## src/hdl/ripc_pkg.sv

```systemverilog
package ripc_pkg;
  // clocking and timing
  localparam int          CLK_HZ            = 10_000_000;
  localparam int          CLKS_PER_MCYCLE   = 12;
  localparam int          RST_MIN_MCYCLES   = 2;
  localparam int          RST_MIN_CLKS      = RST_MIN_MCYCLES * CLKS_PER_MCYCLE;
  localparam int          BOD_MIN_CLKS      = 4;
  localparam int          WAKE_MIN_CLKS     = 1024;
  // vectors
  localparam logic [15:0] VEC_RESET         = 16'h0000;
  localparam logic [15:0] VEC_EXT0          = 16'h0003;
  localparam logic [15:0] VEC_TIMER0        = 16'h000B;
  localparam logic [15:0] VEC_EXT1          = 16'h0013;
  localparam logic [15:0] VEC_TIMER1        = 16'h001B;
  localparam logic [15:0] VEC_SERIAL        = 16'h0023;
  localparam logic [15:0] VEC_TIMER2        = 16'h002B;
  localparam logic [15:0] VEC_PCA           = 16'h0033;
  localparam logic [15:0] VEC_EXT2          = 16'h003B;
  localparam logic [15:0] VEC_EXT3          = 16'h0043;
  localparam logic [15:0] VEC_BROWNOUT      = 16'h004B;
  // source indices in polling order
  localparam int          NSRC              = 10;
  localparam int          SRC_EXT0          = 0;
  localparam int          SRC_BOD           = 1;
  localparam int          SRC_EXT1          = 3;
  // field positions
  localparam int          POWER_CONTROL_REG_IDLE_BIT     = 0;
  localparam int          POWER_CONTROL_REG_PD_BIT       = 1;
  localparam int          POWER_CONTROL_REG_POF_BIT      = 4;
  localparam int          SWR_BIT           = 1;
  localparam int          WATCHDOG_RESET_STATUS_BIT          = 2;
  localparam int          EBO_BIT           = 3;
  localparam logic [7:0]  EXT_IRQ_EN_ADDR   = 8'hE8;

  typedef enum logic [3:0] {
    RIPC_RUN   = 4'b0001,
    RIPC_IDLE  = 4'b0010,
    RIPC_PDOWN = 4'b0100,
    RIPC_WAKE  = 4'b1000
  } ripc_mode_e;
endpackage : ripc_pkg

```

## src/hdl/ripc_ctrl.sv

```systemverilog
`timescale 1ns/1ns
`default_nettype none
module ripc_ctrl
  import ripc_pkg::*;
#(
  parameter int WAKE_CLKS = WAKE_MIN_CLKS
) (
  input  wire logic             clk_i,            // oscillator clock
  input  wire logic             srst_i,           // power-on reset, sync, high
  input  wire logic             rst_pin_i,        // external reset pin
  input  wire logic             bod_low_i,        // low-supply indication
  input  wire logic             ext0_pin_n_i,     // external interrupt 0 pin
  input  wire logic             ext1_pin_n_i,     // external interrupt 1 pin
  input  wire logic             ext0_level_i,     // ext0 in level mode
  input  wire logic             ext1_level_i,     // ext1 in level mode
  input  wire logic [NSRC-1:0]  irq_req_i,        // source requests, polling order
  input  wire logic [NSRC-1:0]  irq_en_i,         // per-source enables (brown-out unused)
  input  wire logic [2*NSRC-1:0] irq_prio_i,      // two priority bits per source
  input  wire logic             brownout_irq_enable_i, // enable bit of E8H register
  input  wire logic             soft_reset_bit_i, // soft reset control bit
  input  wire logic             watchdog_reset_status_i, // watchdog reset status
  input  wire logic             idle_set_i,       // software writes idle bit
  input  wire logic             powerdown_set_i,  // software writes power-down bit
  input  wire logic             pof_clear_i,      // software clears power-on flag
  input  wire logic             irq_ack_i,        // core starts serving vector
  output logic                  core_rst_o,       // full register reset to core
  output logic                  soft_rst_o,       // reset keeping soft bits
  output logic [15:0]           pc_load_o,        // address to fetch after event
  output logic                  pc_load_en_o,     // pc load strobe
  output logic                  pc_hold_o,        // program counter stopped
  output logic                  core_clk_en_o,    // core clock gate, low in power-down
  output logic                  irq_valid_o,      // interrupt pending to core
  output logic [15:0]           irq_vector_o,     // vector of winner
  output logic [1:0]            irq_level_o,      // priority level of winner
  output logic [7:0]            power_control_reg_o, // idle, pd and power-on flag
  output logic                  ale_o,            // address-latch strobe level
  output logic                  program_store_strobe_n_o, // program-store strobe level
  output logic                  strobe_weak_o,    // strobes driven weakly
  output logic                  soft_reset_keep_o,// soft reset bit kept through reset
  output logic                  watchdog_reset_status_keep_o       // watchdog status kept through soft reset
);
  localparam int RCW = $clog2(RST_MIN_CLKS + 1);
  localparam int WCW = $clog2(WAKE_CLKS + 1);
  localparam int BCW = $clog2(BOD_MIN_CLKS + 1);

  // elaboration guard: a zero wake count would let any pin glitch end power-down
  if (WAKE_CLKS < 1) begin : g_wake_check
    $error("WAKE_CLKS must be at least 1");
  end

  // vector table in polling order
  function automatic logic [15:0] src_vector(input int idx);
    unique case (idx)
      0:       src_vector = VEC_EXT0;
      1:       src_vector = VEC_BROWNOUT;
      2:       src_vector = VEC_TIMER0;
      3:       src_vector = VEC_EXT1;
      4:       src_vector = VEC_TIMER1;
      5:       src_vector = VEC_PCA;
      6:       src_vector = VEC_EXT2;
      7:       src_vector = VEC_EXT3;
      8:       src_vector = VEC_SERIAL; // uart and sync serial share this
      default: src_vector = VEC_TIMER2;
    endcase
  endfunction : src_vector

  // two-flop synchronisers for pins
  // nothing but sync2 reads sync1, so a metastable first stage never reaches logic
  logic [3:0] sync1, sync2;
  always_ff @(posedge clk_i) begin
    sync1 <= {bod_low_i, ext1_pin_n_i, ext0_pin_n_i, rst_pin_i};
    sync2 <= sync1;
  end
  logic rst_pin_s, ext0_n_s, ext1_n_s, bod_s;
  assign rst_pin_s = sync2[0];
  assign ext0_n_s  = sync2[1];
  assign ext1_n_s  = sync2[2];
  assign bod_s     = sync2[3];

  // state
  ripc_mode_e      mode, next_mode;
  logic [RCW-1:0]  rst_cnt, next_rst_cnt;
  logic [BCW-1:0]  bod_cnt, next_bod_cnt;
  logic [WCW-1:0]  wake_cnt, next_wake_cnt;
  logic            pin_rst, next_pin_rst;
  logic            swr_q, next_swr_q;
  logic            ebo_q, next_ebo_q;
  logic            power_on_flag, next_pof;
  logic            core_rst, next_core_rst;
  logic            soft_rst, next_soft_rst;
  logic [15:0]     pc_load, next_pc_load;
  logic            pc_load_en, next_pc_load_en;
  logic            irq_valid, next_irq_valid;
  logic [15:0]     irq_vector, next_irq_vector;
  logic [1:0]      irq_level, next_irq_level;
  logic            wake_irq, next_wake_irq;
  logic            watchdog_reset_status_keep, next_watchdog_reset_status_keep;

  logic bod_active, any_irq, wake_req;
  logic [NSRC-1:0] req_eff;
  int   win;

  // arbitration: highest level first, then fixed polling order
  always_comb begin
    req_eff = irq_req_i & irq_en_i;
    req_eff[SRC_BOD] = bod_active & brownout_irq_enable_i;
    if (mode == RIPC_PDOWN) begin
      req_eff = '0; // other sources frozen without a clock
    end
    win = NSRC;
    // levels are scanned from the top and sources upward, so the first hit wins;
    // a lower index is polled earlier and beats a later source on the same level
    // brown-out never comes from irq_req_i; its request is the filter output above
    for (int lvl = 3; lvl >= 0; lvl--) begin
      for (int s = 0; s < NSRC; s++) begin
        if (win == NSRC && req_eff[s] && irq_prio_i[2*s +: 2] == 2'(lvl)) begin
          win = s;
        end
      end
    end
    any_irq = (win != NSRC);
  end

  // wake source: enabled level-mode ext0/ext1 low
  // level mode is required: with the clock stopped there is nothing to latch an edge
  assign wake_req = (irq_en_i[SRC_EXT0] && ext0_level_i && !ext0_n_s) ||
                    (irq_en_i[SRC_EXT1] && ext1_level_i && !ext1_n_s);
  assign bod_active = (bod_cnt == BCW'(BOD_MIN_CLKS));

  // next-state for reset, brown-out, modes and interrupt request
  always_comb begin
    next_mode       = mode;
    next_rst_cnt    = rst_cnt;
    next_bod_cnt    = bod_cnt;
    next_wake_cnt   = wake_cnt;
    next_pin_rst    = pin_rst;
    next_swr_q      = soft_reset_bit_i;
    next_ebo_q      = brownout_irq_enable_i;
    next_pof        = power_on_flag;
    next_core_rst   = 1'b0;
    next_soft_rst   = 1'b0;
    next_pc_load    = pc_load;
    next_pc_load_en = 1'b0;
    next_irq_valid  = 1'b0;
    next_irq_vector = irq_vector;
    next_irq_level  = irq_level;
    next_wake_irq   = wake_irq && !irq_ack_i;

    // counted reset pin: glitches shorter than 24 clocks are ignored
    // the counter saturates, so a pin held high keeps the core in reset
    if (rst_pin_s) begin
      if (rst_cnt != RCW'(RST_MIN_CLKS)) next_rst_cnt = rst_cnt + 1'b1;
    end else begin
      next_rst_cnt = '0;
    end
    next_pin_rst = rst_pin_s && (rst_cnt == RCW'(RST_MIN_CLKS) ||
                                 rst_cnt == RCW'(RST_MIN_CLKS - 1));

    // brown-out filter
    // trade-off: the filter adds its full count of latency to every brown-out response
    if (bod_s) begin
      if (!bod_active) next_bod_cnt = bod_cnt + 1'b1;
    end else begin
      next_bod_cnt = '0;
    end

    // power-on flag: cleared only by software, survives pin resets
    if (pof_clear_i) next_pof = 1'b0;

    unique case (mode)
      RIPC_RUN: begin
        if (powerdown_set_i) next_mode = RIPC_PDOWN;
        else if (idle_set_i) next_mode = RIPC_IDLE;
      end
      RIPC_IDLE: begin
        if (any_irq) next_mode = RIPC_RUN; // any pending interrupt clears idle
      end
      RIPC_PDOWN: begin
        next_wake_cnt = '0;
        if (wake_req) next_mode = RIPC_WAKE;
      end
      RIPC_WAKE: begin
        // pin must stay low the full wake count before release completes it
        if (wake_req) begin
          if (wake_cnt != WCW'(WAKE_CLKS)) next_wake_cnt = wake_cnt + 1'b1;
        end else if (wake_cnt == WCW'(WAKE_CLKS)) begin
          next_mode = RIPC_RUN;
        end else begin
          next_mode = RIPC_PDOWN;
        end
      end
    endcase

    // interrupt presented only while the core runs or idles
    if ((mode == RIPC_RUN || mode == RIPC_IDLE) && any_irq && !irq_ack_i) begin
      next_irq_valid  = 1'b1;
      next_irq_vector = src_vector(win);
      next_irq_level  = irq_prio_i[2*win +: 2];
    end
    // the wake pin is already high again when the core gets here, so the wake
    // request is held on its own until the core takes it
    if (wake_irq && !irq_ack_i) begin
      next_irq_valid  = 1'b1;
      next_irq_vector = irq_vector;
      next_irq_level  = irq_level;
    end
    if (mode == RIPC_WAKE && next_mode == RIPC_RUN) begin
      next_wake_irq   = 1'b1;
      next_irq_valid  = 1'b1;
      next_irq_vector = (ext0_level_i && irq_en_i[SRC_EXT0]) ? VEC_EXT0 : VEC_EXT1;
      next_irq_level  = '0;
    end

    // reset sources, highest importance last
    // a soft reset reuses the pc reload path but never raises the full core reset
    if (soft_reset_bit_i && !swr_q) begin
      next_soft_rst = 1'b1; // keeps swr and watchdog_reset_status
    end
    if (bod_active && (!brownout_irq_enable_i || (ebo_q && !brownout_irq_enable_i))) begin
      next_core_rst = 1'b1; // also clear-while-active
    end
    if (next_pin_rst) begin
      next_core_rst = 1'b1; // hardware reset restarts from the reset vector; power-on flag is kept
      next_mode     = RIPC_RUN;
    end
    if (next_core_rst || next_soft_rst) begin
      next_pc_load    = VEC_RESET;
      next_pc_load_en = 1'b1;
      next_irq_valid  = 1'b0;
      next_wake_irq   = 1'b0;
      if (!next_pin_rst) next_mode = RIPC_RUN;
    end
    // watchdog status is reported as kept only alongside a soft reset
    next_watchdog_reset_status_keep = watchdog_reset_status_i && next_soft_rst;
  end

  // registers; RAM is outside and never touched by any reset here
  always_ff @(posedge clk_i) begin
    if (srst_i) begin
      mode       <= RIPC_RUN;
      rst_cnt    <= '0;
      bod_cnt    <= '0;
      wake_cnt   <= '0;
      pin_rst    <= 1'b0;
      swr_q      <= 1'b0;
      ebo_q      <= 1'b0;
      power_on_flag        <= 1'b1; // set by initial power-up
      core_rst   <= 1'b1;
      soft_rst   <= 1'b0;
      pc_load    <= VEC_RESET;
      pc_load_en <= 1'b1;
      irq_valid  <= 1'b0;
      irq_vector <= VEC_RESET;
      irq_level  <= '0;
      wake_irq   <= 1'b0;
      watchdog_reset_status_keep  <= 1'b0;
    end else begin
      mode       <= next_mode;
      rst_cnt    <= next_rst_cnt;
      bod_cnt    <= next_bod_cnt;
      wake_cnt   <= next_wake_cnt;
      pin_rst    <= next_pin_rst;
      swr_q      <= next_swr_q;
      ebo_q      <= next_ebo_q;
      power_on_flag        <= next_pof;
      core_rst   <= next_core_rst;
      soft_rst   <= next_soft_rst;
      pc_load    <= next_pc_load;
      pc_load_en <= next_pc_load_en;
      irq_valid  <= next_irq_valid;
      irq_vector <= next_irq_vector;
      irq_level  <= next_irq_level;
      wake_irq   <= next_wake_irq;
      watchdog_reset_status_keep  <= next_watchdog_reset_status_keep;
    end
  end

  // registered pin and status outputs
  logic [7:0] next_power_control_reg;
  logic       next_ale, next_pss_n, next_weak, next_hold, next_clk_en;
  always_comb begin
    next_power_control_reg                = '0;
    next_power_control_reg[POWER_CONTROL_REG_IDLE_BIT] = (next_mode == RIPC_IDLE);
    next_power_control_reg[POWER_CONTROL_REG_PD_BIT]   = (next_mode == RIPC_PDOWN || next_mode == RIPC_WAKE);
    next_power_control_reg[POWER_CONTROL_REG_POF_BIT]  = next_pof;
    next_weak   = next_pin_rst || next_core_rst; // weak pull-up during reset
    next_ale    = !next_power_control_reg[POWER_CONTROL_REG_PD_BIT];       // low in power-down
    next_pss_n  = !next_power_control_reg[POWER_CONTROL_REG_PD_BIT];
    next_hold   = next_mode != RIPC_RUN;         // pc stopped
    next_clk_en = !next_power_control_reg[POWER_CONTROL_REG_PD_BIT];
  end

  always_ff @(posedge clk_i) begin
    if (srst_i) begin
      power_control_reg_o      <= 8'(1 << POWER_CONTROL_REG_POF_BIT); // only the power-on flag set
      ale_o                    <= 1'b1;
      program_store_strobe_n_o <= 1'b1;
      strobe_weak_o            <= 1'b1;
      pc_hold_o                <= 1'b0;
      core_clk_en_o            <= 1'b1;
    end else begin
      power_control_reg_o      <= next_power_control_reg;
      ale_o                    <= next_ale;
      program_store_strobe_n_o <= next_pss_n;
      strobe_weak_o            <= next_weak;
      pc_hold_o                <= next_hold;
      core_clk_en_o            <= next_clk_en;
    end
  end

  assign core_rst_o        = core_rst;
  assign soft_rst_o        = soft_rst;
  assign pc_load_o         = pc_load;
  assign pc_load_en_o      = pc_load_en;
  assign irq_valid_o       = irq_valid;
  assign irq_vector_o      = irq_vector;
  assign irq_level_o       = irq_level;
  assign soft_reset_keep_o = swr_q;
  assign watchdog_reset_status_keep_o       = watchdog_reset_status_keep;
endmodule : ripc_ctrl
`default_nettype wire

```

## config.mk

```make
export PLATFORM = sky130hd
export DESIGN_NAME = ripc_ctrl
export DESIGN_NICKNAME = d
export VERILOG_FILES = /design/src/hdl/ripc_pkg.sv /design/src/hdl/ripc_ctrl.sv
export SDC_FILE = /design/constraint.sdc
export NUM_CORES = 1
export LEC_CHECK = 0
export BUFFER_PORTS_ARGS = -buffer_cell sky130_fd_sc_hd__buf_4
export CORE_MARGIN = 2
export CORE_UTILIZATION = 30
export DETAILED_ROUTE_END_ITERATION = 8
export GPL_TIMING_DRIVEN = 0
export PLACE_DENSITY = 0.61
export SLEW_MARGIN = 40
export SYNTH_ARGS = -nofsm -noshare
export SYNTH_HDL_FRONTEND = slang
export SYNTH_SLANG_ARGS = --single-unit
export TNS_END_PERCENT = 50
```

## constraint.sdc

```tcl
create_clock -name clk_i -period 6.7 [get_ports clk_i]
set_clock_uncertainty 0.15 [all_clocks]
set_input_delay 0.335 -clock clk_i [delete_from_list [all_inputs] [get_ports clk_i]]
set_output_delay 0.335 -clock clk_i [all_outputs]
set_load 0.03 [all_outputs]
```

==> reports/qor.yml, run 1 <==
outcome: "finished clean"
grt_pass1_vias: 4172
p_per_area_mw_per_mm2: 186.6
root_buffer: "clkbuf_16"
drt_pass1_iterations: 5
die_w_um: 122.5
wl_per_cell_um: 15.64
hold_class: "input pin to flop"
netlist.top_cell.by_area: "dfxtp_1"
initialDrtViolationCount: 350
grt_util_all_layers: 0.1719
drv_cap: 0
rows: 43
maxSlewHeadroom: 0.5411
cp-start-kind: "flop"
portBuffers: 74
die_y_um: 122.5
nNetsFinal: 736
via_per_inst: 5.325
antennaDiodeCount: 0
finalSetupViolCount: 0
period_share: 0.9558
floorplan.core_area_mm2: 0.01377
grt_pass1_wl_mm: 20.42
worstSetupPathType: "flop to flop"
setup_slack_ps: 296.4
drt-total-wl_mm: 13.29
cts_tree: "done"
io_pins: 108
antenna_found_initial: 0
yosysWarningCount: 0
synthTopCellsByArea: "dfxtp_1 24%, buf_4 6.6%, nor2_1 6.0%, nand2_1 4.2%, ha_1 3.3%"
slowest_stage: "or4b_1"
detailed_place_hpwl_mm: 10.78
htree_levels: 2
cp_max_fo: 10
grt-ovfl-total: 0
hold-worst-slack_ps: 5.604
place_ws_ps: -53.86
dieArea_mm2: 0.01501
netlist_area_mm2: 0.004213
cts_sinks: 50
ant_nets: 0
synth_area_per_cell_um2: 7.660
area_growth_syn_to_layout_pct: 30.47
ys_ff_latch: 50
end_kind: "flop"
drc: 0
async_flop_share: 0
maxSlewViolCount: 0
hold_violations: 0
p_leak_nw: 2.309
dp.cells: 834
synth_ff_type: "dfxtp_1"
clkTransAtPathRegs_ps: 70
routed-via-count: 4526
slowest_delay_ps: 500
finalPower_mw: 1.026
ys_seq_area_frac: 0.2376
critical_path_required_ps: 6740
gp_congestion: 0.9242
clockBufferDepth: 2
synth_cell_types: 84
vdd_drop_max_v: 0.00009288
fin_cells: 850
yosys.area.top_type_share: 0.2376
grt_max_degree: 16
drive_gt1_frac: 0.2851
cts-buffers-inserted: 5
synth_edf_count: 0
start_util: 0.3059
finish.utilization: 0.3991
arrival_ps: 6440
max_slew.worst_pin.slew_ps: 683.0
fillCellCount: 1463
fmax_ghz: 0.1562
fin_crit_ps: 6404
clock_latency_ps: 290
syn_inst: 550
## sequential cells by signal, summed over array words and instances (netlist names), 2 cells and up
signal	cells
sync1	4
rst_cnt	5
sync2	4
mode	4
wake_cnt	11
irq_level_o	2
irq_vector_o	5
bod_cnt	3
power_control_reg_o	2
## cells in the mapped netlist, drive strengths merged, types with 4 or more instances
cell type	number
xor2	8
nor3b	4
nand2	48
buf	47
nand3	23
xnor2	6
mux2i	4
or2	7
nor2	67
a211oi	8
inv	19
nor4b	8
a2111oi	5
o31ai	4
or3	9
a31oi	6
a21oi	27
and2	7
nand2b	14
ha	11
or4b	4
nor3	25
o21ai	24
a21o	7
o2111ai	4
and3	12
nor2b	4
nor4	10
o31a	4
o211ai	7
nand4	20
dfxtp	50
o22ai	4
## worst max-delay path, delay by kind of cell (launching register included)
family,cells,cell delay (ps)
compound gates,11,2540
fa+ha+maj,1,260
simple gates,8,2230
buf+inv,5,830
flops,1,300
## layer usage
metal | up-vias | track usage | wire [um]
li1 | 2217 | - | -
met1 | 2106 | 0.2277 | 5984
met2 | 175 | 0.2809 | 6074
met3 | 28 | 0.02184 | 763
met4 | 0 | 0.07256 | 470
met5 | - | 0 | 0
## layout make-up
type / count / area, um^2 / area share
multi-input combinational: 462 / 3049 / 0.5547
sequential: 50 / 1001 / 0.1821
timing repair buffer: 83 / 630.6 / 0.1147
buffer: 49 / 355.3 / 0.06465
tap: 180 / 225.2 / 0.04097
clock buffer: 5 / 125.1 / 0.02276
inverter: 19 / 71.32 / 0.01298
clock inverter: 2 / 38.79 / 0.007057
## worst paths after layout
| path | startpoint | end | slack [ps] | cells after the start |
|---|---|---|---|---|
| worst max-delay path | mode[1] | irq_level_o[0] | 300 | 25 |
| worst min-delay path | ext1_pin_n_i | sync1[2] | 6 | 1 |
| worst max register to register | mode[1] | irq_level_o[0] | 300 | 25 |
| worst min register to register | sync1[2] | sync2[2] | 180 | 0 |
## cells by family after synthesis
kind of cell	synth area share
other cells	0.0008901
flops	0.2376
compound gates	0.2302
simple gates	0.3516
buf+inv	0.1004
fa+ha+maj	0.03267
xor+xnor	0.02911
mux	0.01752
## through the flow
stage,TNS (ps),instance area [um^2]
after floorplan,0,4325
after global placement,-65.09,5106
after detailed placement,-53.86,5112
after CTS,0,5318
after global routing,-95.96,5497
final,0,5497
## power breakdown
part	switching [mW]	internal [mW]
registers	0.00917	0.313
logic	0.254	0.170
clock network	0.105	0.175
total	0.368	0.658
## what timing repair did
action / CTS / global route
setup endpoints to repair: 1 / 13
hold buffers: 3 / 0
hold endpoints to repair: 3 / 0
resized for setup: 2 / 28
setup buffers: 0 / 6
pin swaps: 0 / 4
## layout by cell type, fill, tap and decap left out, drive strengths merged, types with 12 or more instances in the layout
cell and instances:
conb 31, inv 19, buf 125, nor2 67, o21ai 24, nand3 23
nand2b 14, nand2 48, nand4 20, nor3 25, a21oi 27, and3 12
dfxtp 50
Note: power is estimated with default switching activity, not from simulation.
==> run 2: changes to the inputs <==
--- a/config.mk
+++ b/config.mk
@@ -8,6 +8,7 @@
 export BUFFER_PORTS_ARGS = -buffer_cell sky130_fd_sc_hd__buf_4
 export CORE_MARGIN = 2
 export CORE_UTILIZATION = 30
+export CTS_BUF_LIST = sky130_fd_sc_hd__clkbuf_8
 export DETAILED_ROUTE_END_ITERATION = 8
 export GPL_TIMING_DRIVEN = 0
 export PLACE_DENSITY = 0.61
==> constraint.sdc (replaced) <==
create_clock -name clk_i -period 6.6 [get_ports clk_i]
set_clock_uncertainty 0.15 [all_clocks]
set_input_delay 0.33 -clock clk_i [delete_from_list [all_inputs] [get_ports clk_i]]
set_output_delay 0.33 -clock clk_i [all_outputs]
set_load 0.03 [all_outputs]
==> run 2 against run 1 <==
Design area grew 0.66%. Global-route usage is essentially flat. Worst setup slack worse by 10 ps. Largest cell class unchanged. Critical path depth did not move. Fmax is 1.4% higher. Critical endpoint unchanged. Clock power decreased by 25%. Core utilization rose by 0.26 points. Worst hold slack better by 110 ps. Combinational power up 5.0%. Sequential share of layout area down 0.12 points.
==> reports/qor.yml, run 2 (synthesis gave the netlist of run 1 again) <==
outcome: "finished clean"
critical_path_required_ps: 6660
initialDrtViolationCount: 324
maxSlewViolCount: 0
finalPower_mw: 0.9822
antennaDiodeCount: 0
nNetsFinal: 741
cts_tree: "done"
ant_nets: 0
portBuffers: 74
wl_per_cell_um: 15.75
hold_violations: 0
cts-buffers-inserted: 5
cp_max_fo: 10
clock_latency_ps: 300
grt-ovfl-total: 0
setup_tns_ps: 0
clockBufferDepth: 2
dp.cells: 834
finalSetupViolCount: 0
max_slew.worst_pin.slew_ps: 674.1
clkTransAtPathRegs_ps: 100
multi_input_area_mm2: 0.003099
antenna_found_initial: 0
layout.cells.most_common: "buf_4"
grt_max_degree: 16
die_y_um: 122.5
hold-worst-slack_ps: 116.2
floorplan.core_area_mm2: 0.01377
fillCellCount: 1449
detailed_place_hpwl_mm: 10.78
hold_class: "input pin to flop"
io_pins: 108
die_w_um: 122.5
cp-start-kind: "flop"
routed-via-count: 4553
grt_util_all_layers: 0.1721
drt_pass1_iterations: 5
seq_area_mm2: 0.001001
gp_congestion: 0.9242
vdd_drop_max_v: 0.00008381
p_leak_nw: 2.328
p_per_area_mw_per_mm2: 177.5
regMostFlops: "wake_cnt"
worstSetupPathType: "flop to flop"
area_growth_syn_to_layout_pct: 31.33
maxSlewHeadroom: 0.5472
grt_pass1_vias: 4188
drt-total-wl_mm: 13.47
largest_reg_flops: 11
final_cell_mix: "122 x buf_4, 65 x nor2_1, 50 x dfxtp_1"
drive_gt1_frac: 0.2948
via_per_inst: 5.325
dieArea_mm2: 0.01501
start_util: 0.3059
cts_sinks: 50
grt_pass1_wl_mm: 20.44
period_share: 0.9567
fmax_ghz: 0.1584
end_kind: "flop"
drc: 0
root_buffer: "clkbuf_8"
rows: 43
arrival_ps: 6380
fin_cells: 855
fin_crit_ps: 6314
htree_levels: 2
drv_cap: 0
-- run 2: routing by layer --
layer  up-vias  wire length [um]  GRT usage
li1       2227                 -          -
met1      2128              6051     0.2280
met2       170              6208     0.2813
met3        28               808    0.02184
met4         0               401    0.07184
met5         -                 0          0
-- run 2: worst paths after layout --
kind	cells after the start	to	slack (ps)	startpoint
hold reg to reg	0	sync2[2]	190	sync1[2]
setup reg to reg	25	irq_level_o[0]	290	mode[1]
setup / recovery	25	irq_level_o[0]	290	mode[1]
hold / removal	2	watchdog_reset_status_keep_o	120	watchdog_reset_status_i
-- run 2: what timing repair did --
item,in CTS,in global routing
setup buffers,1,9
endpoints found under the setup margin,1,11
hold buffers,4,0
gates resized for setup,7,34
pin swaps,2,10
endpoints found under the hold margin,4,0
-- run 2: per-stage QoR --
step | utilization | area (um^2) | setup slack [ps]
floorplan | - | 4325 | 742.2
CTS | 0.3849 | 5301 | 21.02
detailed placement | 0.3712 | 5112 | -153.9
global placement | 0.3707 | 5106 | -165.1
global route | 0.4017 | 5533 | -59.29
finish | 0.4017 | 5533 | 286.1
-- run 2: where the power goes --
part           internal [mW]  total (mW)  leakage [nW]  switching (mW)
clock                  0.112       0.211        0.0542          0.0996
sequential             0.317       0.326         0.410         0.00935
combinational          0.181       0.445          1.86           0.264
-- run 2: cell type report --
type,count,share of cell area
clock inverter,2,0.007010
inverter,19,0.01289
buffer,49,0.06468
clock buffer,5,0.01244
multi-input combinational,462,0.5602
tap,180,0.04071
sequential,50,0.1809
timing repair buffer,88,0.1212
-- run 2: critical path, stage by stage, from the launching register on --
cell and delay, ps:
dfxtp_1 300, buf_4 160, nor4b_4 290, buf_4 190, nor2_1 80, or4_4 590
o21ai_4 200, nand3_2 130, o221a_1 280, buf_6 150, a211o_1 300, a2111oi_4 420
a221o_2 300, nand3_4 150, or3_4 430, and3_1 220, a21oi_4 240, o2111ai_4 170
nand2_2 170, inv_1 90, ha_2 210, a21o_1 150, buf_2 190, a221oi_2 280
o31ai_1 100, nor4_1 280
